[config.mk]
export PLATFORM = sky130hd
export DESIGN_NAME = light_sensor_measure_control
export DESIGN_NICKNAME = d
export VERILOG_FILES = /design/src/light_sensor_pkg.sv /design/src/light_sensor_measure_control.sv /design/src/light_result_scaler.sv
export VERILOG_INCLUDE_DIRS = /design/src
export SDC_FILE = /design/constraint.sdc
export NUM_CORES = 1
export LEC_CHECK = 0
export BUFFER_PORTS_ARGS = -buffer_cell sky130_fd_sc_hd__buf_4
export CELL_PAD_IN_SITES_DETAIL_PLACEMENT = 1
export CELL_PAD_IN_SITES_GLOBAL_PLACEMENT = 1
export CORE_UTILIZATION = 45
export DETAILED_ROUTE_END_ITERATION = 8
export HOLD_SLACK_MARGIN = 0.03
export PLACE_DENSITY_LB_ADDON = 0.1
export SETUP_SLACK_MARGIN = 0.15
export SKIP_CTS_REPAIR_TIMING = 1
export SYNTH_ARGS = -nofsm -noshare
export SYNTH_HDL_FRONTEND = slang
export SYNTH_SLANG_ARGS = --single-unit
export TNS_END_PERCENT = 10
[constraint.sdc]
create_clock -name core_clk -period 8.1 [get_ports core_clk]
set_clock_uncertainty 0.2 [all_clocks]
set_input_delay 1.62 -clock core_clk [delete_from_list [all_inputs] [get_ports core_clk]]
set_output_delay 1.62 -clock core_clk [all_outputs]
set_load 0.02 [all_outputs]
[src/light_sensor_consts.svh]
// Constants for the light sensor measure control register bank
`ifndef LIGHT_SENSOR_CONSTS_SVH
`define LIGHT_SENSOR_CONSTS_SVH

// Register offsets
`define OFS_MOD_DISABLE 8'h40
`define OFS_ENABLE 8'h80
`define OFS_MODE_FIRST 8'h81
`define OFS_MODE_SECOND 8'h82
`define OFS_STATUS 8'h90

// Reset values
`define RST_MOD_DISABLE 8'h00
`define RST_ENABLE 8'h00
`define RST_MODE_FIRST 8'h04
`define RST_MODE_SECOND 8'h0C

// Writable bit masks
`define MASK_MOD_DISABLE 8'h07
`define MASK_ENABLE 8'h43

// Enable register fields
`define BIT_FLICKER_EN 6
`define BIT_LIGHT_EN 1
`define BIT_POWER_ON 0

// Mode first fields
`define BIT_STOP_COUNT 7
`define BIT_DOUBLE_STEP 6
`define BIT_SINGLE_SHOT 5
`define BIT_LIGHT_STATUS 4
`define SCALE_HI 3
`define SCALE_LO 0

// Mode second fields
`define BIT_END_MARKER 7
`define BIT_CHECKSUM 6
`define BIT_GAIN_WRITE 5
`define TOP_BIT_HI 4
`define TOP_BIT_LO 0

// Light data window width
`define LIGHT_WIDTH 16

// Modulator clock period and core clock period in picoseconds
`define MOD_PERIOD_PS 1388889
`define CORE_PERIOD_PS 50000
`define MOD_PERIOD_CYC (`MOD_PERIOD_PS / `CORE_PERIOD_PS)

// FIFO word tags
`define TAG_LIGHT 4'h1
`define TAG_STATUS 4'h2
`define TAG_GAIN 4'h3
`define TAG_CHECKSUM 4'h4
`define TAG_END 4'hF
`define END_MARKER_BODY 12'hFFF

`endif

[src/light_sensor_pkg.sv]
// Types shared by the light sensor measure control files
package light_sensor_pkg;

  // Measurement run control states
  typedef enum logic [1:0] {
    RUN_OFF,
    RUN_ACTIVE,
    RUN_SLEEP
  } run_state_e;

  // Pending FIFO word slots, emitted lowest index first
  typedef enum logic [2:0] {
    SLOT_LIGHT,
    SLOT_STATUS,
    SLOT_GAIN,
    SLOT_CHECKSUM,
    SLOT_END
  } slot_e;

endpackage : light_sensor_pkg

[src/light_sensor_measure_control.sv]
// Light and flicker measure control register bank with run control
//
// Contract
// RQ1: Bits 2..0 of modulator control switch off modulators 2,1,0; reset zero.
// RQ2: Writing enable bit 6 starts flicker detection; zero stops it; resets zero.
// RQ3: Writing enable bit 1 starts light measurement; zero stops it; resets zero.
// RQ4: Oscillator runs while power-on bit 0 is set, else stays off.
// RQ5: Writing power-on zero stops oscillator and clears both measurement enables.
// RQ6: Host should set power-on last, after all other configuration.
// RQ7: Stop-after-count clears both enables after set iterations; power-on stays.
// RQ8: Double-step bit makes saturation drop gain two steps when above zero; code drops one step from gain one.
// RQ9: Single-shot bit runs one measurement cycle, then enters sleep-after-interrupt.
// RQ10: Light status bit writes a status word to FIFO with light data.
// RQ11: Four-bit scale field, reset 4, leading zeros needed for scaled result.
// RQ12: Internal light result up to 26 bits, reduced by top-bit position.
// RQ13: End-marker bit writes end marker after each complete flicker measurement.
// RQ14: Checksum bit writes flicker checksum after each complete flicker measurement.
// RQ15: Gain-write bit writes gain after each flicker measurement; needed with AGC.
// RQ16: Five-bit top-bit field, reset 12, picks MSB in 32-bit result.
// RQ17: Endless flicker repeat writes continuously and inserts no end markers.
// RQ18: Sample step counts modulator clocks of 1.388889us times sample-time plus one; code uses 27 core clocks of 50ns, 1.35us.
// RQ19: Reserved bits read zero and ignore writes.
`timescale 1ns/1ps
`include "light_sensor_consts.svh"
`default_nettype none

module light_sensor_measure_control
  import light_sensor_pkg::*;
#(
  parameter int ITER_COUNT = 1,
  parameter int RESULT_WIDTH = 32,
  parameter logic [3:0] GAIN_STEP_RESET = 4'h9
) (
  input wire logic core_clk,
  input wire logic rst_b,
  input wire logic [7:0] reg_addr,
  input wire logic [7:0] reg_wdata,
  input wire logic reg_wr,
  input wire logic reg_rd,
  output logic [7:0] reg_rdata,
  input wire logic [10:0] sample_time,
  input wire logic flicker_endless_repeat,
  input wire logic meas_done,
  input wire logic light_done,
  input wire logic flicker_done,
  input wire logic [RESULT_WIDTH-1:0] raw_result,
  input wire logic gain_saturate,
  input wire logic [11:0] flicker_checksum,
  output logic osc_run_q,
  output logic [2:0] modulator_on_q,
  output logic flicker_enable_q,
  output logic light_measure_enable_q,
  output logic sleep_after_irq_q,
  output logic sample_step_q,
  output logic [15:0] light_data_q,
  output logic light_scaled_q,
  output logic [3:0] gain_step_q,
  output logic fifo_wr_q,
  output logic [15:0] fifo_word_q
);

  localparam logic [4:0] MOD_DIV_LAST = 5'(`MOD_PERIOD_CYC - 1);
  localparam logic [7:0] ITER_LAST = 8'(ITER_COUNT - 1);

  logic [2:0] mod_off_q;
  logic power_on_bit_q;
  logic [7:0] mode_first_q;
  logic [7:0] mode_second_q;
  run_state_e run_q;
  run_state_e run_d;
  logic [7:0] iter_q;
  logic [4:0] mod_div_q;
  logic mod_tick;
  logic [10:0] step_cnt_q;
  logic [4:0] pending_q;
  logic [4:0] pending_d;
  logic [15:0] scaled_data;
  logic scaled_flag;
  logic wr_mod;
  logic wr_enable;
  logic wr_first;
  logic wr_second;
  logic halt_now;

  // Address decode, used by the write and read paths
  function automatic logic hit(input logic [7:0] addr, input logic [7:0] ofs);
    hit = (addr == ofs);
  endfunction : hit

  assign wr_mod = reg_wr && hit(reg_addr, `OFS_MOD_DISABLE);
  assign wr_enable = reg_wr && hit(reg_addr, `OFS_ENABLE);
  assign wr_first = reg_wr && hit(reg_addr, `OFS_MODE_FIRST);
  assign wr_second = reg_wr && hit(reg_addr, `OFS_MODE_SECOND);

  // Modulator disable bits, upper bits ignored
  always_ff @(posedge core_clk) begin
    if (!rst_b) begin
      mod_off_q <= 3'(`RST_MOD_DISABLE);
    end else if (wr_mod) begin
      mod_off_q <= reg_wdata[2:0]; // RQ1 RQ19
    end
  end

  // Modulator run outputs follow disable bits and oscillator
  always_ff @(posedge core_clk) begin
    if (!rst_b) begin
      modulator_on_q <= 3'b000;
    end else begin
      modulator_on_q <= {3{power_on_bit_q}} & ~mod_off_q; // RQ1 RQ4
    end
  end

  // Power-on bit and oscillator run
  always_ff @(posedge core_clk) begin
    if (!rst_b) begin
      power_on_bit_q <= 1'b0;
      osc_run_q <= 1'b0;
    end else begin
      if (wr_enable) begin
        power_on_bit_q <= reg_wdata[`BIT_POWER_ON];
      end
      osc_run_q <= wr_enable ? reg_wdata[`BIT_POWER_ON] : power_on_bit_q; // RQ4
    end
  end

  // Hardware stop after count or single shot ends measurement
  assign halt_now = meas_done && run_q == RUN_ACTIVE &&
                    ((mode_first_q[`BIT_STOP_COUNT] && iter_q == ITER_LAST) ||
                     mode_first_q[`BIT_SINGLE_SHOT]);

  // Flicker and light enables; a software set wins over a hardware stop
  always_ff @(posedge core_clk) begin
    if (!rst_b) begin
      flicker_enable_q <= 1'b0;
      light_measure_enable_q <= 1'b0;
    end else if (wr_enable) begin
      if (!reg_wdata[`BIT_POWER_ON]) begin
        flicker_enable_q <= 1'b0; // RQ5
        light_measure_enable_q <= 1'b0; // RQ5
      end else begin
        flicker_enable_q <= reg_wdata[`BIT_FLICKER_EN]; // RQ2
        light_measure_enable_q <= reg_wdata[`BIT_LIGHT_EN]; // RQ3
      end
    end else if (halt_now) begin
      flicker_enable_q <= 1'b0; // RQ7 RQ9
      light_measure_enable_q <= 1'b0; // RQ7
    end
  end

  // Mode registers, all bits writable
  always_ff @(posedge core_clk) begin
    if (!rst_b) begin
      mode_first_q <= `RST_MODE_FIRST; // RQ11
      mode_second_q <= `RST_MODE_SECOND; // RQ16
    end else begin
      if (wr_first) begin
        mode_first_q <= reg_wdata;
      end
      if (wr_second) begin
        mode_second_q <= reg_wdata;
      end
    end
  end

  // Run control state
  always_comb begin
    run_d = run_q;
    case (run_q)
      RUN_OFF: begin
        if (osc_run_q && (flicker_enable_q || light_measure_enable_q)) begin
          run_d = RUN_ACTIVE;
        end
      end
      RUN_ACTIVE: begin
        if (!osc_run_q) begin
          run_d = RUN_OFF;
        end else if (halt_now && mode_first_q[`BIT_SINGLE_SHOT]) begin
          run_d = RUN_SLEEP; // RQ9
        end else if (!flicker_enable_q && !light_measure_enable_q) begin
          run_d = RUN_OFF;
        end
      end
      RUN_SLEEP: begin
        if (wr_enable) begin
          run_d = RUN_OFF;
        end
      end
      default: begin
        run_d = RUN_OFF;
      end
    endcase
  end

  always_ff @(posedge core_clk) begin
    if (!rst_b) begin
      run_q <= RUN_OFF;
    end else begin
      run_q <= run_d;
    end
  end

  // Sleep flag: set by single shot end, cleared by enable write; set wins
  always_ff @(posedge core_clk) begin
    if (!rst_b) begin
      sleep_after_irq_q <= 1'b0;
    end else if (halt_now && mode_first_q[`BIT_SINGLE_SHOT]) begin
      sleep_after_irq_q <= 1'b1; // RQ9
    end else if (wr_enable) begin
      sleep_after_irq_q <= 1'b0;
    end
  end

  // Iteration counter for stop after count
  always_ff @(posedge core_clk) begin
    if (!rst_b) begin
      iter_q <= 8'h00;
    end else if (run_q != RUN_ACTIVE || halt_now) begin
      iter_q <= 8'h00;
    end else if (meas_done) begin
      iter_q <= iter_q + 8'h01; // RQ7
    end
  end

  // Modulator clock divider, one enable pulse per modulator period
  always_ff @(posedge core_clk) begin
    if (!rst_b || !osc_run_q) begin
      mod_div_q <= 5'h00;
    end else if (mod_div_q == MOD_DIV_LAST) begin
      mod_div_q <= 5'h00;
    end else begin
      mod_div_q <= mod_div_q + 5'h01; // RQ18
    end
  end

  assign mod_tick = osc_run_q && (mod_div_q == MOD_DIV_LAST);

  // Sample step: sample_time plus one modulator periods
  always_ff @(posedge core_clk) begin
    if (!rst_b || run_q != RUN_ACTIVE) begin
      step_cnt_q <= 11'h000;
      sample_step_q <= 1'b0;
    end else begin
      sample_step_q <= 1'b0;
      if (mod_tick) begin
        if (step_cnt_q == sample_time) begin
          step_cnt_q <= 11'h000;
          sample_step_q <= 1'b1; // RQ18
        end else begin
          step_cnt_q <= step_cnt_q + 11'h001;
        end
      end
    end
  end

  // Light result scaling datapath
  light_result_scaler #(
    .RESULT_WIDTH(RESULT_WIDTH)
  ) u_scaler (
    .raw_result(raw_result),
    .top_bit(mode_second_q[`TOP_BIT_HI:`TOP_BIT_LO]), // RQ12 RQ16
    .shift_bits(mode_first_q[`SCALE_HI:`SCALE_LO]), // RQ11
    .light_data(scaled_data),
    .scaled(scaled_flag)
  );

  // Latch light data when a light result completes
  always_ff @(posedge core_clk) begin
    if (!rst_b) begin
      light_data_q <= 16'h0000;
      light_scaled_q <= 1'b0;
    end else if (light_done) begin
      light_data_q <= scaled_data; // RQ11 RQ12
      light_scaled_q <= scaled_flag;
    end
  end

  // Gain step with optional double step down on saturation
  always_ff @(posedge core_clk) begin
    if (!rst_b) begin
      gain_step_q <= GAIN_STEP_RESET;
    end else if (gain_saturate && gain_step_q != 4'h0) begin
      if (mode_first_q[`BIT_DOUBLE_STEP] && gain_step_q > 4'h1) begin
        gain_step_q <= gain_step_q - 4'h2; // RQ8
      end else begin
        gain_step_q <= gain_step_q - 4'h1;
      end
    end
  end

  // FIFO words pending; new completions set, one emitted per cycle
  always_comb begin
    pending_d = pending_q;
    for (int i = 0; i < 5; i++) begin
      if (pending_q[i] && (pending_q & ((5'h01 << i) - 5'h01)) == 5'h00) begin
        pending_d[i] = 1'b0;
      end
    end
    if (light_done) begin
      pending_d[SLOT_LIGHT] = 1'b1;
      pending_d[SLOT_STATUS] = mode_first_q[`BIT_LIGHT_STATUS] | pending_d[SLOT_STATUS]; // RQ10
    end
    if (flicker_done) begin
      pending_d[SLOT_GAIN] = mode_second_q[`BIT_GAIN_WRITE] | pending_d[SLOT_GAIN]; // RQ15
      pending_d[SLOT_CHECKSUM] = mode_second_q[`BIT_CHECKSUM] | pending_d[SLOT_CHECKSUM]; // RQ14
      pending_d[SLOT_END] = (mode_second_q[`BIT_END_MARKER] && !flicker_endless_repeat) |
                            pending_d[SLOT_END]; // RQ13 RQ17
    end
  end

  always_ff @(posedge core_clk) begin
    if (!rst_b) begin
      pending_q <= 5'h00;
    end else begin
      pending_q <= pending_d;
    end
  end

  // Emit the lowest pending word
  always_ff @(posedge core_clk) begin
    if (!rst_b) begin
      fifo_wr_q <= 1'b0;
      fifo_word_q <= 16'h0000;
    end else begin
      fifo_wr_q <= pending_q != 5'h00;
      if (pending_q[SLOT_LIGHT]) begin
        fifo_word_q <= light_data_q;
      end else if (pending_q[SLOT_STATUS]) begin
        fifo_word_q <= {`TAG_STATUS, 11'h000, light_scaled_q}; // RQ10
      end else if (pending_q[SLOT_GAIN]) begin
        fifo_word_q <= {`TAG_GAIN, 8'h00, gain_step_q}; // RQ15
      end else if (pending_q[SLOT_CHECKSUM]) begin
        fifo_word_q <= {`TAG_CHECKSUM, flicker_checksum}; // RQ14
      end else if (pending_q[SLOT_END]) begin
        fifo_word_q <= {`TAG_END, `END_MARKER_BODY}; // RQ13
      end
    end
  end

  // Read data one cycle after the read strobe, zero elsewhere
  always_ff @(posedge core_clk) begin
    if (!rst_b) begin
      reg_rdata <= 8'h00;
    end else if (reg_rd) begin
      if (hit(reg_addr, `OFS_MOD_DISABLE)) begin
        reg_rdata <= {5'b00000, mod_off_q}; // RQ19
      end else if (hit(reg_addr, `OFS_ENABLE)) begin
        reg_rdata <= {1'b0, flicker_enable_q, 4'b0000,
                      light_measure_enable_q, power_on_bit_q}; // RQ19
      end else if (hit(reg_addr, `OFS_MODE_FIRST)) begin
        reg_rdata <= mode_first_q;
      end else if (hit(reg_addr, `OFS_MODE_SECOND)) begin
        reg_rdata <= mode_second_q;
      end else if (hit(reg_addr, `OFS_STATUS)) begin
        reg_rdata <= {sleep_after_irq_q, light_scaled_q, run_q == RUN_ACTIVE,
                      1'b0, gain_step_q};
      end else begin
        reg_rdata <= 8'h00;
      end
    end else begin
      reg_rdata <= 8'h00;
    end
  end

endmodule : light_sensor_measure_control

`default_nettype wire

[src/light_result_scaler.sv]
// Scales the wide internal light result into a 16-bit light data word
`timescale 1ns/1ps
`default_nettype none

module light_result_scaler
  import light_sensor_pkg::*;
#(
  parameter int RESULT_WIDTH = 32
) (
  input wire logic [RESULT_WIDTH-1:0] raw_result,
  input wire logic [4:0] top_bit,
  input wire logic [3:0] shift_bits,
  output logic [15:0] light_data,
  output logic scaled
);

  logic [5:0] base_shift;
  logic [5:0] final_shift;
  logic lead_zero;
  logic [RESULT_WIDTH-1:0] masked;
  logic [RESULT_WIDTH-1:0] shifted;

  // Keep only bits at or below the selected top bit
  always_comb begin
    masked = '0;
    for (int i = 0; i < RESULT_WIDTH; i++) begin
      if (i <= int'(top_bit)) begin
        masked[i] = raw_result[i];
      end
    end
  end

  // Check that the shift_bits leading bits from the top bit down are all zero
  always_comb begin
    lead_zero = 1'b1;
    for (int i = 0; i < 16; i++) begin
      if (i < int'(shift_bits) && i <= int'(top_bit)) begin
        if (raw_result[int'(top_bit) - i]) begin
          lead_zero = 1'b0;
        end
      end
    end
  end

  // Unscaled drops low bits to fit the 16-bit window, scaled drops shift_bits fewer low bits, down to no shift at all
  always_comb begin
    base_shift = (top_bit > 5'd15) ? ({1'b0, top_bit} - 6'd15) : 6'd0;
    if (lead_zero && shift_bits != 4'd0) begin
      final_shift = (base_shift > {2'b00, shift_bits}) ?
                    (base_shift - {2'b00, shift_bits}) : 6'd0;
    end else begin
      final_shift = base_shift;
    end
    shifted = masked >> final_shift;
    light_data = shifted[15:0];
    scaled = lead_zero && (shift_bits != 4'd0);
  end

endmodule : light_result_scaler

`default_nettype wire

== After elaboration in Yosys (flattened, before gate mapping) ==
Cells that the tools add are included.
Word-level totals
  bits in registers: 104
  input bits: 80
  output and inout bits: 54
  logic and storage cells: 331
Operators by class
  $add $sub $neg: 21
  $lt $le $gt $ge: 64
  equality and inequality tests: 13
  shift operators: 1
  multiplexer cells: 140
  bitwise gates (word level): 9
  reduce and logical (&&, ||, !) cells: 61
Operators by type and width (number)
  $lt A32 B7 Y1 const B: 14
  $mux W1: 102
  $le A5 B5 Y1 const A: 16
  $mux W16: 5
  $bmux W1 S5: 15
  $sub A5 B4 Y6 const B: 8
  $le A4 B5 Y1 const A: 8
  $logic_and A1 B1 Y1: 33
  $eq A8 B8 Y1 const B: 4
  $shr A32 B6 Y16: 1
  $lt A4 B4 Y1 const A: 7
  $mux W8: 3
  $sub A5 B3 Y6 const B: 4
  $le A3 B5 Y1 const A: 4
  $logic_not A5 Y1: 4
  $mux W6: 3
  $lt A3 B4 Y1 const A: 4
  $mux W2: 6
  $sub A5 B2 Y6 const B: 2
  $add A11 B1 Y11 const B: 1
  $eq A11 B11 Y1: 1
  $mux W11: 1
  $le A2 B5 Y1 const A: 2
  $add A8 B1 Y8 const B: 1
  other kinds (39): 60

== Depth between registers and ports, before layout ==
  depth in word-level cells: 35
  depth in mapped cells: 27
  gate-level depth less buffers: 19

== By module ==
A second synthesis with hierarchy kept.
Second synthesis, totals
  cells, all modules: 1237
  area total of the unflattened synthesis: 10451.3 µm²
By module, submodules not included
  light_result_scaler: times used 1, cells each 712, area each 5683.0 µm², seq. area each 0.0 µm²
  light_sensor_measure_control: times used 1, cells each 525, area each 4768.3 µm², seq. area each 2082.0 µm²

== Worst setup path before layout ==
OpenSTA, ideal clock, no wires.
  path kind: register -> register
  start: register mode_second_q[0]
  end: register light_data_q[0]
  setup time: 0.122 ns
  arrival: 5.360 ns
  data required time: 7.778 ns
  slack: 2.419 ns
  cell stages (with the launch flop): 26
  period minus slack after synthesis: 5.681 ns
  cells stage by stage: dfxtp_1 buf_6 buf_6 buf_4 inv_2 buf_1 ha_1 buf_2 buf_4 buf_2 buf_2 nand2_1 inv_1 fa_1 a21o_1 a21oi_1 a41oi_1 nor3_1 nor2_1 mux2i_4 buf_6 mux2_1 mux2i_1 mux2i_1 o221a_2 a221o_1
Between the ends
  word-level cells in the longest chain between the ends: 35
  elaborated cells on any way between the ends: 173
  those cells by class: 16 x add/sub; 33 x order compare; 1 x shift; 108 x mux; 15 x reduce/logical
Ends and longest elaborated chain
  from (decl): RTL line light_sensor_measure_control.sv:68  | logic [7:0] mode_second_q;
  from (signal assigned): RTL line light_sensor_measure_control.sv:154  | mode_second_q <= `RST_MODE_SECOND;
  from (signal assigned): RTL line light_sensor_measure_control.sv:160  | mode_second_q <= reg_wdata;
  $sub A5 B1 Y6 or $bmux W1 S5 (tied branches): RTL line light_result_scaler.sv:38  | if (raw_result[int'(top_bit) - i]) begin
  $bmux W1 S5 or $mux W1 (tied branches): RTL line light_result_scaler.sv:38
  $mux W1 (implied by the code): RTL line light_result_scaler.sv:38
  $mux W1, on equally long branches: RTL line light_result_scaler.sv:38, light_result_scaler.sv:37
  $mux W1: RTL line light_result_scaler.sv:38
  $mux W1: RTL line light_result_scaler.sv:37  | if (i < int'(shift_bits) && i <= int'(top_bit)) begin
  $mux W1: RTL line light_result_scaler.sv:38
  $mux W1: RTL line light_result_scaler.sv:37
  [... 19 more ...]
  $mux W1: RTL line light_result_scaler.sv:37
  $mux W1: RTL line light_result_scaler.sv:38
  $mux W1: RTL line light_result_scaler.sv:37
  $mux W1: RTL line light_result_scaler.sv:38
  $mux W1: RTL line light_result_scaler.sv:37
  $logic_and A1 B1 Y1: RTL line light_result_scaler.sv:48  | if (lead_zero && shift_bits != 4'd0) begin
  $mux W6: RTL line light_result_scaler.sv:48
  $shr A32 B6 Y16 *: RTL line light_result_scaler.sv:54  | shifted = masked >> final_shift;
  to (signal assigned): RTL line light_sensor_measure_control.sv:272  | light_data_q <= scaled_data;
  to (decl): RTL line light_sensor_measure_control.sv:55  | output logic [15:0] light_data_q,
Mark *: on every way between the ends. The rest lies on a longest branch, timed or not. The select of a mux whose other input is x is not followed.
A chain may end at the register's enable or synchronous reset.

== Final worst setup path ==
  start: register mode_second_q[0]
  end: register light_data_q[2]
The elaborated chain is that of the path after synthesis.

==> results.py <==
metrics = {
    "outcome": {
        "outcome": "completed",
    },
    "die": {
        "dieArea_um2": 23470,
        "start_util_pct": 46.57,
        "io_pins": 134,
        "num_rows": 54,
        "die-width_um": 153.2,
        "die_height_um": 153.2,
        "core_area_um2": 22090,
    },
    "global_route": {
        "gr-total-overflow": 0,
        "groute.usage.overall_pct": 34.24,
        "grtUsageMet1_pct": 47.28,
        "grt_max_degree": 54,
        "grt.busiest_layer": "met2",
        "grt_use_met2_pct": 54.62,
        "grt_pass1_vias": 10270,
        "met3_usage_pct": 5.699,
        "antenna_found_initial": 0,
        "grt_pass1_wl_um": 62160,
    },
    "final_layout": {
        "synthToLayoutAreaGrowth_pct": 13.76,
        "fin_util_pct": 52.98,
        "mostFrequentLayoutCell": "buf_4",
        "drive_above_1_share_pct": 20.74,
        "num-nets-final": 1409,
        "final_cell_mix": "150 x buf_4, 120 x nand2_1, 116 x mux2i_1",
        "antenna_cells": 0,
        "fillers": 2657,
    },
    "timing": {
        "rsz0062_at_grt": "false",
        "period_share_pct": 79.82,
        "timing.fmax_mhz": 154.7,
        "tightest_slew_ps": 1082,
        "setup_viol": 0,
        "period_minus_slack_ps": 6466,
        "max-slew-margin-rel_pct": 27.53,
        "slew_viol_final": 0,
        "tns_ps": 0,
        "hold_viol_final": 0,
    },
    "power": {
        "power.internal_mw": 0.8407,
        "p_clk_share_pct": 37.7,
        "switching_share_pct": 30.63,
        "switchingPower_mw": 0.3712,
        "power_density_nw_per_um2": 103.5,
        "p_comb_share_pct": 18.1,
        "vdd_drop_max_mv": 0.1029,
        "p_seq_share_pct": 44.2,
        "leakage_nw": 4.811,
    },
    "yosys": {
        "synth-main-ff-cell": "dfxtp_1",
        "avgSynthCellArea_um2": 8.511,
        "async_flop_share_pct": 0,
        "syn-num-nets": 1331,
        "syn_area_um2": 10290,
        "synthCells": 1209,
        "synth-edff-count": 0,
        "ys_ff_latch": 104,
        "yosysUniqueCellTypes": 84,
        "yosysWarnings": 0,
        "ys_seq_area_share_pct": 20.23,
    },
    "setup_path": {
        "end_kind": "register",
        "crit_path_start_kind": "register",
        "crit_fanout": 20,
        "timing.critical_path.required_ps": 8140,
        "critPathKind": "register to register",
        "arrival_ps": 6510,
    },
    "clock_network": {
        "cts_tree": "done",
        "cts_sinks": 104,
        "clock-root-buffer": "clkbuf_16",
        "clkTransAtPathRegs_ps": 80,
        "clock_path_buffers": 2,
        "clk_latency_ps": 370,
        "htreeDepth": 3,
        "numCtsBuffers": 9,
    },
    "placement": {
        "portBuffers": 133,
        "place.gp.congestion": 1.017,
        "dp_hpwl_um": 30220,
    },
    "job": {
        "max_cap_viol_count": 0,
    },
    "route": {
        "drtPass1Iterations": 5,
        "wl_per_cell_um": 25.71,
        "totalWireLength_um": 40410,
        "drt_iter0_drc": 980,
        "viasPerCell": 6.600,
        "route.vias.total": 10380,
        "antenna_left": 0,
        "drc": 0,
    },
    "min_path": {
        "hp-class": "register to register",
    },
}
## registers in the layout, summed over array words and instances, names as in the netlist, 2 cells and up
register,cells
mod_div_q,5
pending_q,5
step_cnt_q,11
reg_rdata,8
mode_first_q,8
iter_q,8
fifo_word_q,16
modulator_on_q,3
mod_off_q,3
mode_second_q,8
light_data_q,16
run_q,2
gain_step_q,4
## final timing paths
| check | to | slack, ps | start | depth (start not counted) |
|---|---|---|---|---|
| worst max register to register | light_data_q[2] | 1630 | mode_second_q[0] | 16 |
| worst max-delay path | light_data_q[2] | 1630 | mode_second_q[0] | 16 |
| worst min-delay path | pending_q[2] | 280 | pending_q[2] | 2 |
| worst min register to register | pending_q[2] | 280 | pending_q[2] | 2 |
## worst max-delay path: stages (launching register included)
cell and delay [ps]:
dfxtp_2 330, inv_2 420, ha_1 870, buf_4 400, mux2i_1 410, mux4_2 320, mux2i_1 110, o211ai_1 260
nand4_1 130, nand4bb_1 660, mux2i_4 720, buf_12 260, mux2i_1 340, mux2_2 260, mux2i_1 100, o21ba_1 200
a221o_1 310
## layout make-up
cell class	instances	area [um2]	area share (%)
multi-input cells	979	7655	65.39
flip-flops and latches	104	2086	17.82
repair buffers	151	1146	9.791
inverters	42	157.7	1.347
well taps	280	350.3	2.993
clock inverters	7	86.33	0.7375
clock buffers	9	225.2	1.924
## power groups by stage
stage	Combinational [mW]	Sequential [mW]	Clock, mW
after global routing	0.232	0.537	0.487
after floorplan	0.0993	0.555	0
after global placement	0.210	0.548	0
after detailed placement	0.213	0.547	0
final	0.219	0.536	0.457
after CTS	0.215	0.536	0.467
## per-layer routing
metal | vias to the layer above | part of all wire [%] | wire [um]
met5 | - | 0 | 0
met4 | 0 | 2.5 | 1010
met3 | 70 | 8.4 | 3391
met2 | 492 | 46 | 18490
met1 | 5142 | 43 | 17520
li1 | 4671 | - | -
## synth_stat cells (6+ instances only)
cell type | number | share of area, %
a211oi_1 | 6 | 0.44
a21boi_0 | 8 | 0.58
a21oi_1 | 65 | 3.2
a222oi_1 | 6 | 0.58
a22oi_1 | 20 | 1.5
a31oi_1 | 15 | 0.91
a32oi_1 | 10 | 0.85
and2_1 | 21 | 1.3
and3_1 | 9 | 0.55
buf_2 | 25 | 1.2
buf_6 | 6 | 0.66
clkbuf_1 | 45 | 1.6
dfxtp_1 | 104 | 20
ha_1 | 41 | 5.0
inv_1 | 38 | 1.4
mux2_2 | 30 | 3.3
mux2i_1 | 116 | 11
mux4_2 | 51 | 11
nand2_1 | 120 | 4.4
nand2b_1 | 10 | 0.61
nand3_1 | 52 | 2.5
nand4_1 | 16 | 0.97
nor2_1 | 81 | 3.0
nor2b_1 | 28 | 1.7
nor3_1 | 27 | 1.3
nor3b_1 | 7 | 0.51
nor4_1 | 9 | 0.55
o211a_1 | 9 | 0.88
o211ai_1 | 8 | 0.58
o21ai_0 | 41 | 2.0
o22ai_1 | 14 | 0.85
or3_1 | 6 | 0.36
xnor2_1 | 26 | 2.2
xor2_1 | 27 | 2.3
## metrics by stage
stage	std cells	power, mW	area [um2]	hold slack [ps]	setup WS, ps
final	1572	1.212	11710	276.1	1634
after detailed placement	1556	0.7606	11390	262.4	1495
after global placement	1556	0.7571	11390	244.0	1556
after floorplan	1209	0.6543	10290	213.0	2419
after global routing	1572	1.256	11710	300.8	1285
after CTS	1572	1.217	11710	277.3	1644
## cell families after synthesis
| family | share of synthesized area, % |
|---|---|
| mux | 26.99 |
| xor+xnor | 4.669 |
| fa+ha+maj | 5.180 |
| simple gates | 19.27 |
| buf+inv | 5.447 |
| flops | 20.23 |
| compound gates | 18.20 |
Power figures use the tool's default switching activity.
